File: src/lwd_pkg.sv
/*
  Constants for the write frame decoder of a LIN RGB LED node: identifiers,
  frame lengths, field positions, OTP byte map, register map and states.
  Assumes a single clock domain and a byte-level LIN receiver in front.
*/
package lwd_pkg;
  // protected identifiers of the write frames
  localparam logic [7:0] ID_FULL_COLOR  = 8'h64;
  localparam logic [7:0] ID_SHORT_COLOR = 8'h6F;
  localparam logic [7:0] ID_BRIGHT      = 8'h2E;
  localparam logic [7:0] ID_CAL_DIAG    = 8'h25;
  localparam logic [7:0] ID_CAL_OFF     = 8'h76;
  localparam logic [7:0] ID_OTP_WRITE   = 8'hE7;
  localparam logic [7:0] ID_LED_CTRL    = 8'hA3;
  // data bytes per frame, checksum excluded
  localparam logic [3:0] LEN_FULL  = 4'h8;
  localparam logic [3:0] LEN_SHORT = 4'h4;
  localparam logic [3:0] LEN_BRIGHT = 4'h2;
  localparam logic [3:0] LEN_DIAG  = 4'h4;
  localparam logic [3:0] LEN_OFF   = 4'h8;
  localparam logic [3:0] LEN_OTP   = 4'h4;
  localparam logic [3:0] LEN_CTRL  = 4'h4;
  localparam logic [3:0] LEN_NONE  = 4'h0;
  localparam int         BUF_DEPTH = 8;
  localparam logic [7:0] CSUM_GOOD = 8'hFF;
  localparam logic [7:0] BYTE_ONES = 8'hFF;
  localparam logic [3:0] NIB_ONES  = 4'hF;
  localparam logic [1:0] PAIR_ONES = 2'h3;
  // field positions
  localparam int BIT_BROAD   = 7;
  localparam int BIT_ONE     = 6;
  localparam int BIT_FADE_EN = 7;
  localparam int BIT_FADE_LIN = 6;
  localparam int BIT_OUT_ON  = 5;
  localparam int BIT_CONST4  = 4;
  localparam int BIT_CAL_EN  = 7;
  localparam int BIT_MODFREQ = 6;
  localparam int BIT_THERMAL = 4;
  localparam int BIT_CONST0  = 0;
  // color update modes
  localparam logic [1:0] MODE_NOW     = 2'h0;
  localparam logic [1:0] MODE_STORE   = 2'h1;
  localparam logic [1:0] MODE_APPLY   = 2'h2;
  localparam logic [1:0] MODE_DISCARD = 2'h3;
  // calibration: coefficient 8'h80 is unity gain
  localparam int CAL_SUM_W = 18;
  localparam int CAL_SHIFT = 7;
  localparam int MOD_W     = 11;
  // OTP byte map and blank-part contents
  localparam int         OTP_DEPTH     = 16;
  localparam logic [3:0] OTP_NODE_IDX  = 4'h0;
  localparam logic [3:0] OTP_GROUP_IDX = 4'h1;
  localparam logic [3:0] OTP_COEF_BASE = 4'h2;
  localparam int         NUM_COEF      = 9;
  localparam logic [7:0] OTP_DEFAULT [OTP_DEPTH] = '{
    8'h00, 8'h00, 8'h80, 8'h00, 8'h00, 8'h00, 8'h80, 8'h00,
    8'h00, 8'h00, 8'h80, 8'h00, 8'h00, 8'h00, 8'h00, 8'h00};
  // register map
  localparam logic [7:0] REG_CTRL   = 8'h00;
  localparam logic [7:0] REG_STATUS = 8'h04;
  localparam logic       CTRL_RESET = 1'b1;
  localparam logic [1:0] RESP_OKAY   = 2'h0;
  localparam logic [1:0] RESP_SLVERR = 2'h2;
  typedef enum logic [3:0] {
    ST_IDLE  = 4'b0001,
    ST_IDENT = 4'b0010,
    ST_DATA  = 4'b0100,
    ST_EXEC  = 4'b1000
  } lwd_state_t;
endpackage

File: src/lwd_decoder.sv
/*
  Write frame decoder of a LIN RGB LED node, with OTP model, calibration
  matrix and an AXI4-Lite register slave.
  Assumes a LIN receiver that pulses rx_break before each identifier and
  rx_valid with each received byte, all synchronous to aclk.
*/
`timescale 1ns/1ps
module lwd_decoder (
  input  wire logic        aclk,
  input  wire logic        aresetn,
  input  wire logic        rx_break,
  input  wire logic        rx_valid,
  input  wire logic [7:0]  rx_byte,
  output logic [10:0]      led_mod_1,
  output logic [10:0]      led_mod_2,
  output logic [10:0]      led_mod_3,
  output logic [2:0]       led_enable,
  output logic             cal_enable,
  output logic             modulation_frequency_select,
  output logic             outputs_on,
  output logic             thermal_control,
  output logic [3:0]       intensity,
  output logic [5:0]       fade_time,
  output logic             fade_enable,
  output logic             fade_linear,
  output logic             otp_prog_strobe,
  output logic [3:0]       otp_prog_addr,
  output logic [7:0]       otp_prog_data,
  input  wire logic [7:0]  awaddr,
  input  wire logic        awvalid,
  output logic             awready,
  input  wire logic [31:0] wdata,
  input  wire logic [3:0]  wstrb,
  input  wire logic        wvalid,
  output logic             wready,
  output logic [1:0]       bresp,
  output logic             bvalid,
  input  wire logic        bready,
  input  wire logic [7:0]  araddr,
  input  wire logic        arvalid,
  output logic             arready,
  output logic [31:0]      rdata,
  output logic [1:0]       rresp,
  output logic             rvalid,
  input  wire logic        rready
);

  function automatic logic [7:0] csum_add(input logic [7:0] a, input logic [7:0] b);
    logic [8:0] s;
    s = {1'b0, a} + {1'b0, b};
    return s[7:0] + {7'h00, s[8]};
  endfunction

  function automatic logic [3:0] len_of(input logic [7:0] id);
    logic [3:0] n;
    n = lwd_pkg::LEN_NONE;
    case (id)
      lwd_pkg::ID_FULL_COLOR:  n = lwd_pkg::LEN_FULL;
      lwd_pkg::ID_SHORT_COLOR: n = lwd_pkg::LEN_SHORT;
      lwd_pkg::ID_BRIGHT:      n = lwd_pkg::LEN_BRIGHT;
      lwd_pkg::ID_CAL_DIAG:    n = lwd_pkg::LEN_DIAG;
      lwd_pkg::ID_CAL_OFF:     n = lwd_pkg::LEN_OFF;
      lwd_pkg::ID_OTP_WRITE:   n = lwd_pkg::LEN_OTP;
      lwd_pkg::ID_LED_CTRL:    n = lwd_pkg::LEN_CTRL;
      default:                 n = lwd_pkg::LEN_NONE;
    endcase
    return n;
  endfunction

  function automatic logic [10:0] cal_row(input logic [7:0] c1, input logic [7:0] c2,
                                          input logic [7:0] c3, input logic [7:0] v1,
                                          input logic [7:0] v2, input logic [7:0] v3);
    logic [17:0] s;
    s = 18'(c1) * 18'(v1) + 18'(c2) * 18'(v2) + 18'(c3) * 18'(v3);
    // 3 x 255 x 255 fits 18 bits, so the top 11 bits never overflow
    return s[lwd_pkg::CAL_SUM_W-1:lwd_pkg::CAL_SHIFT];
  endfunction

  lwd_pkg::lwd_state_t state_q;
  logic [7:0]  id_q;
  logic [3:0]  len_q;
  logic [3:0]  cnt_q;
  logic [7:0]  sum_q;
  logic        chk_ok_q;
  logic [7:0]  buf_q [lwd_pkg::BUF_DEPTH];
  logic [7:0]  otp_q [lwd_pkg::OTP_DEPTH];
  logic [7:0]  coef_q [lwd_pkg::NUM_COEF];
  logic        load_q;
  logic [7:0]  color_q [3];
  logic [10:0] mod1_q, mod2_q, mod3_q;
  logic [2:0]  led_en_q;
  logic        cal_en_q, mfreq_q, out_on_q, therm_q, fade_en_q, fade_lin_q;
  logic [3:0]  int_q;
  logic [5:0]  ftime_q;
  logic        otp_stb_q;
  logic [3:0]  otp_addr_q;
  logic [7:0]  otp_data_q;
  logic        ctrl_en_q;
  logic [7:0]  acc_cnt_q, rej_cnt_q, last_id_q;
  logic        awready_q, wready_q, bvalid_q, arready_q, rvalid_q;
  logic [7:0]  awaddr_q;
  logic [31:0] wdata_q, rdata_q;
  logic [3:0]  wstrb_q;
  logic [1:0]  bresp_q, rresp_q;

  // frame field decode
  wire [7:0]  d1 = buf_q[0];
  wire [7:0]  d2 = buf_q[1];
  wire [7:0]  d3 = buf_q[2];
  wire [7:0]  d4 = buf_q[3];
  wire [7:0]  d5 = buf_q[4];
  wire [7:0]  d6 = buf_q[5];
  wire [7:0]  d7 = buf_q[6];
  wire [7:0]  d8 = buf_q[7];
  wire [5:0]  node_num   = otp_q[lwd_pkg::OTP_NODE_IDX][5:0];
  wire [3:0]  membership = otp_q[lwd_pkg::OTP_GROUP_IDX][3:0];
  wire [1:0]  color_grp  = membership[1:0];
  wire [1:0]  bright_grp = membership[3:2];
  wire [15:0] grp_mask   = {d3, d2};
  wire        node_hit   = (d1[5:0] == node_num);
  wire        grp_hit    = grp_mask[membership];
  wire        mixed_hit  = d1[lwd_pkg::BIT_BROAD] ? node_hit : grp_hit;
  wire        node_pfx   = (d1[7:6] == lwd_pkg::PAIR_ONES);
  wire [3:0]  short_sel  = d4[3:0];
  wire [3:0]  bright_sel = d1[7:4];

  wire is_full   = (id_q == lwd_pkg::ID_FULL_COLOR);
  wire is_short  = (id_q == lwd_pkg::ID_SHORT_COLOR);
  wire is_bright = (id_q == lwd_pkg::ID_BRIGHT);
  wire is_diag   = (id_q == lwd_pkg::ID_CAL_DIAG);
  wire is_off    = (id_q == lwd_pkg::ID_CAL_OFF);
  wire is_otp    = (id_q == lwd_pkg::ID_OTP_WRITE);
  wire is_ctrl   = (id_q == lwd_pkg::ID_LED_CTRL);

  // constant bits of each frame
  wire fmt_ok =
      (is_full   & d1[lwd_pkg::BIT_ONE] & d5[lwd_pkg::BIT_CONST4])
    | (is_ctrl   & d1[lwd_pkg::BIT_ONE] & d4[lwd_pkg::BIT_CONST0])
    | (is_short  & (d4[7:4] == lwd_pkg::NIB_ONES))
    | (is_bright & (d2[7:6] == lwd_pkg::PAIR_ONES))
    | (is_diag   & node_pfx)
    | (is_off    & node_pfx & (d8 == lwd_pkg::BYTE_ONES))
    | (is_otp    & node_pfx & (d2 == lwd_pkg::BYTE_ONES)
                 & (d3[7:4] == lwd_pkg::NIB_ONES));
  // short and brightness writes are matched on group only
  wire addr_hit =
      ((is_full | is_ctrl) & mixed_hit)
    | (is_short  & short_sel[color_grp])
    | (is_bright & bright_sel[bright_grp])
    | ((is_diag | is_off | is_otp) & node_hit);

  wire in_exec   = (state_q == lwd_pkg::ST_EXEC);
  wire frame_bad = in_exec & ctrl_en_q & ~(chk_ok_q & fmt_ok);
  wire exec_go   = in_exec & ctrl_en_q & chk_ok_q & fmt_ok & addr_hit;

  wire [1:0] mode      = d4[7:6];
  wire       m_now     = (mode == lwd_pkg::MODE_NOW);
  wire       m_store   = (mode == lwd_pkg::MODE_STORE);
  wire       m_apply   = (mode == lwd_pkg::MODE_APPLY);
  // discard code leaves LED state untouched; only the status counters see the frame
  wire do_store    = exec_go & (is_short | (is_full & (m_now | m_store)));
  wire do_color    = exec_go & (is_short | (is_full & (m_now | m_apply)));
  wire do_settings = exec_go & is_full & (m_now | m_apply);
  wire use_stored  = is_full & m_apply;

  wire [7:0] rx_c1 = is_short ? d1 : d6;
  wire [7:0] rx_c2 = is_short ? d2 : d7;
  wire [7:0] rx_c3 = is_short ? d3 : d8;
  wire [7:0] c1 = use_stored ? color_q[0] : rx_c1;
  wire [7:0] c2 = use_stored ? color_q[1] : rx_c2;
  wire [7:0] c3 = use_stored ? color_q[2] : rx_c3;
  wire [10:0] cal1 = cal_row(coef_q[0], coef_q[1], coef_q[2], c1, c2, c3);
  wire [10:0] cal2 = cal_row(coef_q[3], coef_q[4], coef_q[5], c1, c2, c3);
  wire [10:0] cal3 = cal_row(coef_q[6], coef_q[7], coef_q[8], c1, c2, c3);
  wire [10:0] mod1_d = cal_en_q ? cal1 : {3'h0, c1};
  wire [10:0] mod2_d = cal_en_q ? cal2 : {3'h0, c2};
  wire [10:0] mod3_d = cal_en_q ? cal3 : {3'h0, c3};

  // frame reception; a break always restarts, so a truncated frame is dropped
  always_ff @(posedge aclk) begin
    if (!aresetn) begin
      state_q  <= lwd_pkg::ST_IDLE;
      id_q     <= 8'h00;
      len_q    <= 4'h0;
      cnt_q    <= 4'h0;
      sum_q    <= 8'h00;
      chk_ok_q <= 1'b0;
      for (int i = 0; i < lwd_pkg::BUF_DEPTH; i++) buf_q[i] <= 8'h00;
    end else if (rx_break) begin
      state_q <= lwd_pkg::ST_IDENT;
    end else begin
      unique case (state_q)
        lwd_pkg::ST_IDLE: state_q <= lwd_pkg::ST_IDLE;
        lwd_pkg::ST_IDENT: if (rx_valid) begin
          id_q    <= rx_byte;
          len_q   <= len_of(rx_byte);
          cnt_q   <= 4'h0;
          sum_q   <= 8'h00;
          state_q <= (len_of(rx_byte) == lwd_pkg::LEN_NONE) ? lwd_pkg::ST_IDLE
                                                             : lwd_pkg::ST_DATA;
        end
        lwd_pkg::ST_DATA: if (rx_valid) begin
          if (cnt_q == len_q) begin
            chk_ok_q <= (csum_add(sum_q, rx_byte) == lwd_pkg::CSUM_GOOD);
            state_q  <= lwd_pkg::ST_EXEC;
          end else begin
            buf_q[cnt_q[2:0]] <= rx_byte;
            sum_q <= csum_add(sum_q, rx_byte);
            cnt_q <= cnt_q + 4'h1;
          end
        end
        lwd_pkg::ST_EXEC: state_q <= lwd_pkg::ST_IDLE;
      endcase
    end
  end

  // OTP array; programming can only set bits, as a fuse would
  always_ff @(posedge aclk) begin
    if (!aresetn) begin
      for (int i = 0; i < lwd_pkg::OTP_DEPTH; i++) otp_q[i] <= lwd_pkg::OTP_DEFAULT[i];
      otp_stb_q  <= 1'b0;
      otp_addr_q <= 4'h0;
      otp_data_q <= 8'h00;
    end else begin
      otp_stb_q <= exec_go & is_otp;
      if (exec_go & is_otp) begin
        otp_q[d3[3:0]] <= otp_q[d3[3:0]] | d4;
        otp_addr_q     <= d3[3:0];
        otp_data_q     <= d4;
      end
    end
  end

  // coefficients: defaults from OTP in the first cycle after reset
  always_ff @(posedge aclk) begin
    if (!aresetn) begin
      load_q <= 1'b1;
      for (int i = 0; i < lwd_pkg::NUM_COEF; i++) coef_q[i] <= 8'h00;
    end else if (load_q) begin
      load_q <= 1'b0;
      for (int i = 0; i < lwd_pkg::NUM_COEF; i++)
        coef_q[i] <= otp_q[lwd_pkg::OTP_COEF_BASE + 4'(i)];
    end else if (exec_go & is_diag) begin
      coef_q[0] <= d2;
      coef_q[4] <= d3;
      coef_q[8] <= d4;
    end else if (exec_go & is_off) begin
      coef_q[1] <= d2;
      coef_q[2] <= d3;
      coef_q[3] <= d4;
      coef_q[5] <= d5;
      coef_q[6] <= d6;
      coef_q[7] <= d7;
    end
  end

  // LED state
  always_ff @(posedge aclk) begin
    if (!aresetn) begin
      for (int i = 0; i < 3; i++) color_q[i] <= 8'h00;
      mod1_q <= 11'h000;
      mod2_q <= 11'h000;
      mod3_q <= 11'h000;
      led_en_q <= 3'h0;
      cal_en_q <= 1'b0;
      mfreq_q <= 1'b0;
      out_on_q <= 1'b0;
      therm_q <= 1'b0;
      int_q <= 4'h0;
      ftime_q <= 6'h00;
      fade_en_q <= 1'b0;
      fade_lin_q <= 1'b0;
    end else begin
      if (do_store) begin
        color_q[0] <= rx_c1;
        color_q[1] <= rx_c2;
        color_q[2] <= rx_c3;
      end
      if (do_color) begin
        mod1_q <= mod1_d;
        mod2_q <= mod2_d;
        mod3_q <= mod3_d;
      end
      if (do_settings) begin
        ftime_q    <= d4[5:0];
        fade_en_q  <= d5[lwd_pkg::BIT_FADE_EN];
        fade_lin_q <= d5[lwd_pkg::BIT_FADE_LIN];
        out_on_q   <= d5[lwd_pkg::BIT_OUT_ON];
        int_q      <= d5[3:0];
      end
      if (exec_go & is_bright) begin
        int_q   <= d1[3:0];
        ftime_q <= d2[5:0];
      end
      if (exec_go & is_ctrl) begin
        cal_en_q <= d4[lwd_pkg::BIT_CAL_EN];
        mfreq_q  <= d4[lwd_pkg::BIT_MODFREQ];
        out_on_q <= d4[lwd_pkg::BIT_OUT_ON];
        therm_q  <= d4[lwd_pkg::BIT_THERMAL];
        led_en_q <= d4[3:1];
      end
    end
  end

  // status counters
  always_ff @(posedge aclk) begin
    if (!aresetn) begin
      acc_cnt_q <= 8'h00;
      rej_cnt_q <= 8'h00;
      last_id_q <= 8'h00;
    end else begin
      if (exec_go) acc_cnt_q <= acc_cnt_q + 8'h01;
      if (frame_bad) rej_cnt_q <= rej_cnt_q + 8'h01;
      if (exec_go) last_id_q <= id_q;
    end
  end

  // AXI4-Lite slave: one write and one read at a time
  wire aw_hs   = awvalid & awready_q;
  wire w_hs    = wvalid & wready_q;
  wire do_wr   = ~awready_q & ~wready_q & ~bvalid_q;
  wire wr_ctrl = (awaddr_q == lwd_pkg::REG_CTRL);
  wire wr_ok   = wr_ctrl | (awaddr_q == lwd_pkg::REG_STATUS);
  wire ar_hs   = arvalid & arready_q;
  wire [31:0] rd_word = (araddr == lwd_pkg::REG_CTRL)   ? {31'h0, ctrl_en_q} :
                        {8'h00, last_id_q, rej_cnt_q, acc_cnt_q};
  wire rd_ok = (araddr == lwd_pkg::REG_CTRL) | (araddr == lwd_pkg::REG_STATUS);

  always_ff @(posedge aclk) begin
    if (!aresetn) begin
      awready_q <= 1'b1;
      wready_q  <= 1'b1;
      bvalid_q  <= 1'b0;
      bresp_q   <= lwd_pkg::RESP_OKAY;
      awaddr_q  <= 8'h00;
      wdata_q   <= 32'h0000_0000;
      wstrb_q   <= 4'h0;
      ctrl_en_q <= lwd_pkg::CTRL_RESET;
    end else begin
      if (aw_hs) begin
        awready_q <= 1'b0;
        awaddr_q  <= awaddr;
      end
      if (w_hs) begin
        wready_q <= 1'b0;
        wdata_q  <= wdata;
        wstrb_q  <= wstrb;
      end
      if (do_wr) begin
        bvalid_q <= 1'b1;
        bresp_q  <= wr_ok ? lwd_pkg::RESP_OKAY : lwd_pkg::RESP_SLVERR;
        if (wr_ctrl & wstrb_q[0]) ctrl_en_q <= wdata_q[0];
      end
      if (bvalid_q & bready) begin
        bvalid_q  <= 1'b0;
        awready_q <= 1'b1;
        wready_q  <= 1'b1;
      end
    end
  end

  always_ff @(posedge aclk) begin
    if (!aresetn) begin
      arready_q <= 1'b1;
      rvalid_q  <= 1'b0;
      rdata_q   <= 32'h0000_0000;
      rresp_q   <= lwd_pkg::RESP_OKAY;
    end else if (ar_hs) begin
      arready_q <= 1'b0;
      rvalid_q  <= 1'b1;
      rdata_q   <= rd_ok ? rd_word : 32'h0000_0000;
      rresp_q   <= rd_ok ? lwd_pkg::RESP_OKAY : lwd_pkg::RESP_SLVERR;
    end else if (rvalid_q & rready) begin
      rvalid_q  <= 1'b0;
      arready_q <= 1'b1;
    end
  end

  assign led_mod_1 = mod1_q;
  assign led_mod_2 = mod2_q;
  assign led_mod_3 = mod3_q;
  assign led_enable = led_en_q;
  assign cal_enable = cal_en_q;
  assign modulation_frequency_select = mfreq_q;
  assign outputs_on = out_on_q;
  assign thermal_control = therm_q;
  assign intensity = int_q;
  assign fade_time = ftime_q;
  assign fade_enable = fade_en_q;
  assign fade_linear = fade_lin_q;
  assign otp_prog_strobe = otp_stb_q;
  assign otp_prog_addr = otp_addr_q;
  assign otp_prog_data = otp_data_q;
  assign awready = awready_q;
  assign wready = wready_q;
  assign bvalid = bvalid_q;
  assign bresp = bresp_q;
  assign arready = arready_q;
  assign rvalid = rvalid_q;
  assign rdata = rdata_q;
  assign rresp = rresp_q;

  a_bad_frame_drop: assert property (@(posedge aclk) disable iff (!aresetn)
    (in_exec & ~chk_ok_q) |=> ($stable(mod1_q) && $stable(out_on_q) && $stable(cal_en_q)))
    else $error("frame with bad checksum changed LED state");
  a_store_only: assert property (@(posedge aclk) disable iff (!aresetn)
    (exec_go & is_full & m_store) |=> ($stable(mod2_q) && color_q[1] == $past(d7)))
    else $error("store-only write changed modulation or missed store");
  a_raw_color: assert property (@(posedge aclk) disable iff (!aresetn)
    (exec_go & is_short & ~cal_en_q) |=> (mod1_q == {3'h0, $past(d1)}))
    else $error("uncalibrated short write not passed through");
  a_cal_color: assert property (@(posedge aclk) disable iff (!aresetn)
    (exec_go & is_full & m_now & cal_en_q) |=> (mod3_q == $past(cal3)))
    else $error("calibrated color not taken from matrix");
  a_reset_coef: assert property (@(posedge aclk) disable iff (!aresetn)
    load_q |=> (!load_q && coef_q[0] == $past(otp_q[lwd_pkg::OTP_COEF_BASE])))
    else $error("coefficient default not loaded from OTP");
  a_group_miss: assert property (@(posedge aclk) disable iff (!aresetn)
    (in_exec & is_ctrl & ~d1[lwd_pkg::BIT_BROAD] & ~grp_hit) |=> $stable(led_en_q))
    else $error("group write acted without membership match");
  a_node_miss: assert property (@(posedge aclk) disable iff (!aresetn)
    (in_exec & is_diag & ~node_hit & ~load_q) |=> $stable(coef_q[4]))
    else $error("node write acted on foreign node number");
  a_otp_program: assert property (@(posedge aclk) disable iff (!aresetn)
    (exec_go & is_otp) |=> (otp_stb_q && (otp_q[otp_addr_q] & otp_data_q) == otp_data_q))
    else $error("OTP byte not programmed");
  a_ctrl_now: assert property (@(posedge aclk) disable iff (!aresetn)
    (exec_go & is_ctrl) |=> (led_en_q == $past(d4[3:1]) && out_on_q == $past(d4[5])))
    else $error("LED control write not applied at once");
endmodule

File: config.mk
export PLATFORM = sky130hd
export DESIGN_NAME = lwd_decoder
export DESIGN_NICKNAME = d
export VERILOG_FILES = /design/src/lwd_pkg.sv /design/src/lwd_decoder.sv
export SDC_FILE = /design/constraint.sdc
export NUM_CORES = 2
export LEC_CHECK = 0
export BUFFER_PORTS_ARGS = -buffer_cell sky130_fd_sc_hd__buf_2
export CAP_MARGIN = 10
export CORE_ASPECT_RATIO = 1.1
export CORE_UTILIZATION = 45
export DETAILED_ROUTE_END_ITERATION = 10
export HOLD_SLACK_MARGIN = 0.12
export PLACE_DENSITY_LB_ADDON = 0.08
export RECOVER_POWER = 25
export SETUP_SLACK_MARGIN = 0.15
export SLEW_MARGIN = 10
export SYNTH_ARGS = -nofsm -noshare
export SYNTH_HDL_FRONTEND = slang
export SYNTH_SLANG_ARGS = --single-unit
File: constraint.sdc
create_clock -name aclk -period 20.6 [get_ports aclk]
set_input_delay 6.18 -clock aclk [delete_from_list [all_inputs] [get_ports aclk]]
set_output_delay 6.18 -clock aclk [all_outputs]
set_load 0.005 [all_outputs]
### Word level (Yosys, flattened, before mapping)

Memory sizes are Yosys's and may differ from the RTL's.
Cells that the tools add are included.

| storage, ports and cells | value |
|---|---|
| RAM bits | 288 |
| memories | 4 |
| output and inout bits | 106 |
| input bits | 69 |
| register bits after elaboration | 171 |
| word-level logic and storage cells | 313 |

Memory list:

| name | words | width | read ports | clocked after memory_dff | write ports | line | source |
|---|---|---|---|---|---|---|---|
| otp_q | 16 | 8 | 12 | 0 | 16 | lwd_decoder.sv:86 | `logic [7:0] otp_q [lwd_pkg::OTP_DEPTH];` |
| coef_q | 9 | 8 | 9 | 0 | 9 | lwd_decoder.sv:87 | `logic [7:0] coef_q [lwd_pkg::NUM_COEF];` |
| buf_q | 8 | 8 | 8 | 0 | 8 | lwd_decoder.sv:85 | `logic [7:0] buf_q [lwd_pkg::BUF_DEPTH];` |
| color_q | 3 | 8 | 3 | 0 | 3 | lwd_decoder.sv:89 | `logic [7:0] color_q [3];` |

| cells by class | value |
|---|---|
| multiply operators | 9 |
| equal/unequal tests | 38 |
| add/subtract/negate cells | 11 |
| mux-type cells | 101 |
| reductions and logical operators | 21 |
| bitwise operators | 88 |
| $lt $le $gt $ge | 3 |

Operators with widths:

| cell | count |
|---|---|
| two-way mux 8 bit | 32 |
| multiplier 8 x 8 -> 16 bit | 9 |
| == test 8 bit, second input constant | 7 |
| adder 17 x 16 -> 18 bit | 3 |
| two-way mux 4 bit | 13 |
| adder 16 x 16 -> 17 bit | 3 |
| == test 8 x 7 -> 1 bit, second input constant | 6 |
| two-way mux 24 bit | 2 |
| bitwise AND 1 bit | 42 |
| OR 1 bit | 39 |
| two-way mux 1 bit | 37 |
| two-way mux 11 bit | 3 |
| == test 8 x 6 -> 1 bit, second input constant | 4 |
| case mux 4 bit (3 select lines) | 2 |
| adder 8 x 1 -> 8 bit, second input constant | 2 |
| == test 8 x 3 -> 1 bit, second input constant | 2 |
| logical NOT 8 bit | 2 |
| case mux 8 bit (2 select lines) | 1 |
| OR reduction 8 bit | 2 |
| == test 4 bit, second input constant | 3 |
| two-way mux 6 bit | 2 |
| adder 8 x 8 -> 9 bit | 1 |
| inequality test 3 bit, second input constant | 3 |
| AND reduction 3 bit | 3 |
| 27 further kinds | 48 |

### Longest topological paths before layout

| depth | value |
|---|---|
| word-level depth | 18 |
| mapped depth | 32 |
| depth with buffers taken out | 29 |

### Worst setup path before layout

No wires, ideal clock.

| path | value |
|---|---|
| path kind | input port to flip-flop |
| start | input port rx_byte[0] |
| end | register chk_ok_q |
| stages on the path | 16 |
| path buffers | 0 |
| arrival | 8664 ps |
| required time | 20483 ps |
| setup slack | 11818 ps |
| setup time | 117 ps |
| path through | ha_1 -> fa_1 -> a21o_1 -> a21oi_1 -> nor2b_1 -> nor3_1 -> nor2_1 -> o21ai_0 -> nand2b_1 -> ha_1 -> ha_1 -> xor2_1 -> nand4_1 -> nor4_1 -> nor2b_1 -> a32o_1 |

| on the way | value |
|---|---|
| longest elaborated chain between the ends | 3 |

RTL lines:

| what | line | source |
|---|---|---|
| from (decl) | lwd_decoder.sv:13 | `input wire logic [7:0] rx_byte,` |
| adder 8 x 8 -> 9 bit | lwd_decoder.sv:50 | `s = {1'b0, a} + {1'b0, b};` |
| adder 8 x 1 -> 8 bit | lwd_decoder.sv:51 | `return s[7:0] + {7'h00, s[8]};` |
| == test 8 bit | lwd_decoder.sv:204 | `chk_ok_q <= (csum_add(sum_q, rx_byte) == lwd_pkg::CSUM_GOOD);` |
| to (signal assigned) | lwd_decoder.sv:204 |  |
| to (decl) | lwd_decoder.sv:84 | `logic chk_ok_q;` |

No other way between the ends.
A chain may end at the register's enable or synchronous reset.

==> run_results.csv <==
group,metric,value,unit
outcome,outcome,"finished, violations left",
outcome,violated_checks,"max-capacitance violations, max-slew violations",
sta,setup_repair_after_global_routing_missed_its_margin,"no",
finish,final_net_count,4813,
synthesis,synth_top_area_share,24.3,%
worst_setup_path,cpPeakStageDelay,2.56,ns
clocking,ctsHtreeMaxLevel,2,
synthesis,synth.largest_area_cell,"sky130_fd_sc_hd__fa_1",
synthesis,ys_warn_count,0,
clocking,root_buffer_selected_by_cts,"sky130_fd_sc_hd__clkbuf_16",
synthesis,synth_mux_area_share,4.19,%
floorplan,dieArea,89300,sq um
worst_setup_path,critPathCapture,"buf_q[2][0]",
power_and_ir_drop,max-vdd-ir-drop,0.000291,V
sta,fin_skew,0.0192,ns
worst_setup_path,critPathArrivalTime,12.56,ns
worst_setup_path,worstReg2RegEnd,"led_mod_2[10]",
sta,layout_worst_path_cycle_share,59.7,%
global_routing,grt_max_degree,80,
route,detailroute.via_count,27400,
synthesis,synth-compound-area-share,5.84,%
synthesis,postSynth.asyncResetShare,0,%
floorplan,floorplan_row_count,113,
synthesis,post_synthesis_simple_gate_area_fraction,16.4,%
synthesis,synth_fa_ha_area_share,33.7,%
worst_setup_path,crit_required,20.85,ns
route,post_drt_wl_per_cell,22.4,microns
placement,gp_routability_congestion,0.863,
route,residual_antenna_violating_net_count_after_detailed_routing,0,
synthesis,synth.lib_cells_used.distinct,80,
sta,fmax,0.0813,GHz
sta,aggregate_negative_setup_slack,0,ns
worst_setup_path,setup.worst_path.start_class,"input port",
clocking,cts.repair_timing.setup_buffer_count,0,
floorplan,pin_count,175,
clocking,cts_sinks,448,
floorplan,floorplan.core_area,86800,sq um
synthesis,seq_area_frac_synth,29.9,%
worst_setup_path,cell_by_cell_trace_of_the_critical_path,"buf_2 > clkbuf_1 > clkinvlp_2 > nor3_1 > nand2_1 > nor3_1 > nand2b_1",
sta,maxSlewViolCount,78,
placement,io_buffers,130,
route,drtPass1Iterations,5,
worst_setup_path,timing.critical_path.to_type,"register",
worst_setup_path,critPathKind,"in2reg",
floorplan,start_util,45.7,%
floorplan,die_outline_height,313,microns
sta,slew_headroom,-56.1,%
synthesis,cell_area_after_technology_mapping,39700,sq um
route,vias_per_cell,5.31,
clocking,cts_resized,0,
global_routing,first_global_vias,27800,
sta,tightest_slew,2.33,ns
clocking,numCtsBuffers,50,
synthesis,largest_family_of_logic_cells_by_synthesized_area,"adder cells",
synthesis,synth_top_flop_cell,"sky130_fd_sc_hd__edfxtp_1",
clocking,clock_latency,0.62,ns
clocking,clk_pin_slew,0.06,ns
worst_setup_path,crit_path_max_fanout,47,
worst_setup_path,regToRegStartpoint,"id_q[4]",
route,remaining_drc_errors,0,
finish,final_design_area_no_fill,43200,sq um
worst_setup_path,library_cell_contributing_the_largest_single_delay_on_the_critical_path,"sky130_fd_sc_hd__clkinvlp_2",
worst_setup_path,crit_start,"aresetn",
synthesis,ys_ff_latch,448,
sta,timing.final.hold_violations,0,
route,dr.first_iter.drc_count,1956,
synthesis,synthCells,3884,
synthesis,synth_top_cells_by_area,"sky130_fd_sc_hd__fa_1 24%, sky130_fd_sc_hd__edfxtp_1 22%, sky130_fd_sc_hd__ha_1 9.4%",
synthesis,synthesis.area_per_instance,10.2,sq um
global_routing,grt_pass1_wl,176000,microns
sta,post-route-min-period,12.31,ns
synthesis,synth_edf_count,288,
global_routing,total_global_routing_track_utilization,26.3,%
route,postRouteWirelength,115000,microns
sta,setup_viol_count_final,0,
global_routing,grt_overflow_total,0,
finish,top_library_cells_by_usage_in_the_layout_fill_and_taps_aside,"690 x sky130_fd_sc_hd__inv_1, 481 x sky130_fd_sc_hd__fa_1, 441 x sky130_fd_sc_hd__and2_1",
job,max_cap_violations,2,
placement,dp.final_hpwl,87700,microns
finish,drive_gt1_share,7.52,%
min_path,hp-class,"reg2reg",
worst_setup_path,reg2reg_slack,11.31,ns
finish,area_growth,8.92,%
power_and_ir_drop,power.leakage,19.6,nW
worst_setup_path,r2r_cells,28,
clocking,cts-root-to-sink-buffers,3,
global_routing,antenna_found_initial,2,
placement,place_area,41600,sq um
clocking,cts_tree,"built",
worst_setup_path,cp_common_cell,"sky130_fd_sc_hd__nor3_1",
clocking,cts.hold.buffers_added,0,
floorplan,die-width,285,microns
synthesis,xor_and_xnor_area_share_after_synthesis,1.57,%
finish,commonest_non_fill_non_tap_cell_in_the_layout,"sky130_fd_sc_hd__inv_1",
power_and_ir_drop,power_per_cell_area,142,nW/um^2
-- synthesized netlist by cell type, types with 34 or more instances --
| cell | count |
|---|---|
| sky130_fd_sc_hd__a21oi_1 | 112 |
| sky130_fd_sc_hd__a22o_1 | 76 |
| sky130_fd_sc_hd__and2_1 | 442 |
| sky130_fd_sc_hd__clkbuf_1 | 123 |
| sky130_fd_sc_hd__dfxtp_1 | 160 |
| sky130_fd_sc_hd__edfxtp_1 | 288 |
| sky130_fd_sc_hd__fa_1 | 481 |
| sky130_fd_sc_hd__ha_1 | 298 |
| sky130_fd_sc_hd__inv_1 | 690 |
| sky130_fd_sc_hd__mux2i_1 | 59 |
| sky130_fd_sc_hd__mux4_2 | 47 |
| sky130_fd_sc_hd__nand2_1 | 348 |
| sky130_fd_sc_hd__nor2_1 | 296 |
| sky130_fd_sc_hd__o21ai_0 | 40 |
| sky130_fd_sc_hd__xnor2_1 | 37 |
| sky130_fd_sc_hd__xor2_1 | 34 |
-- flip-flops by register name, summed over array words and instances (netlist names), 3 cells and up --
name,flops
led_mod_1,11
otp_q,128
coef_q,72
id_q,8
color_q,24
led_enable,3
intensity,4
sum_q,8
otp_prog_data,8
state_q,4
led_mod_3,11
fade_time,6
cnt_q,4
otp_prog_addr,4
acc_cnt_q,8
len_q,3
buf_q,64
rdata,24
last_id_q,8
rej_cnt_q,8
awaddr_q,8
led_mod_2,11
-- worst min-delay path by stage --
stage	startpoint	to	cells past startpoint
5_1_grt	led_mod_1[8]	led_mod_1[8]	2
2_1_floorplan	sum_q[3]	sum_q[3]	2
6_report	led_mod_3[10]	led_mod_3[10]	2
3_3_place_gp	led_mod_3[8]	led_mod_3[8]	2
3_5_place_dp	led_mod_3[10]	led_mod_3[10]	2
4_1_cts	led_mod_3[10]	led_mod_3[10]	2
-- area by class of cell --
class                   count  area [sq um]
clock inverters            24           388
flip-flops and latches    448         11900
multi-input cells        2586         24600
inverters                 691          2590
fillers                  8171         43600
diodes                      1          2.50
repair buffers            188           990
clock buffers              65          1380
well taps                1150          1440
-- stage by stage --
step / setup WS [ns] / util [%] / power, mW / hold WS [ns] / cells
5_1_grt: 7.93 / 49.8 / 6.69 / 0.474 / 5152
3_5_place_dp: 11.03 / 47.9 / 5.28 / 0.438 / 5063
3_3_place_gp: 11.04 / 47.9 / 5.25 / 0.429 / 5063
4_1_cts: 11.32 / 50.0 / 6.27 / 0.445 / 5152
6_report: 8.29 / 49.8 / 6.14 / 0.442 / 5153
2_1_floorplan: 11.82 / - / 3.78 / 0.429 / 3893
-- cell families (layout without fill, tap and decap cells) --
family,count (synthesis),in the layout
AOI/OAI and AO/OA,343,343
xor gates and xnor gates,71,71
adders and majority gates,779,779
buffers and inverters,859,968
DFF,448,448
muxes,107,107
other,1,11
and+or+nand+nor,1276,1276
-- critical path, delay by kind of cell --
kind | cells | cell delay [ns]
buf+inv | 3 | 3.87
simple gates | 4 | 2.45
-- report_power, final --
part	internal, mW	total (mW)	switching (mW)
Combinational	1.54	4.12	2.57
Clock	0.576	0.971	0.395
Sequential	0.992	1.05	0.0568
Total	3.11	6.14	3.02
-- routing by layer --
layer | GRT usage, % | part of all wire, % | up-vias | wire length, microns
li1 | - | - | 12600 | -
met1 | 36.4 | 45 | 13900 | 51500
met2 | 43.2 | 47 | 702 | 54400
met3 | 3.32 | 5.2 | 146 | 6040
met4 | 7.80 | 3.1 | 2 | 3600
met5 | 0 | 0.015 | - | 17
Power figures use the tool's default switching activity.
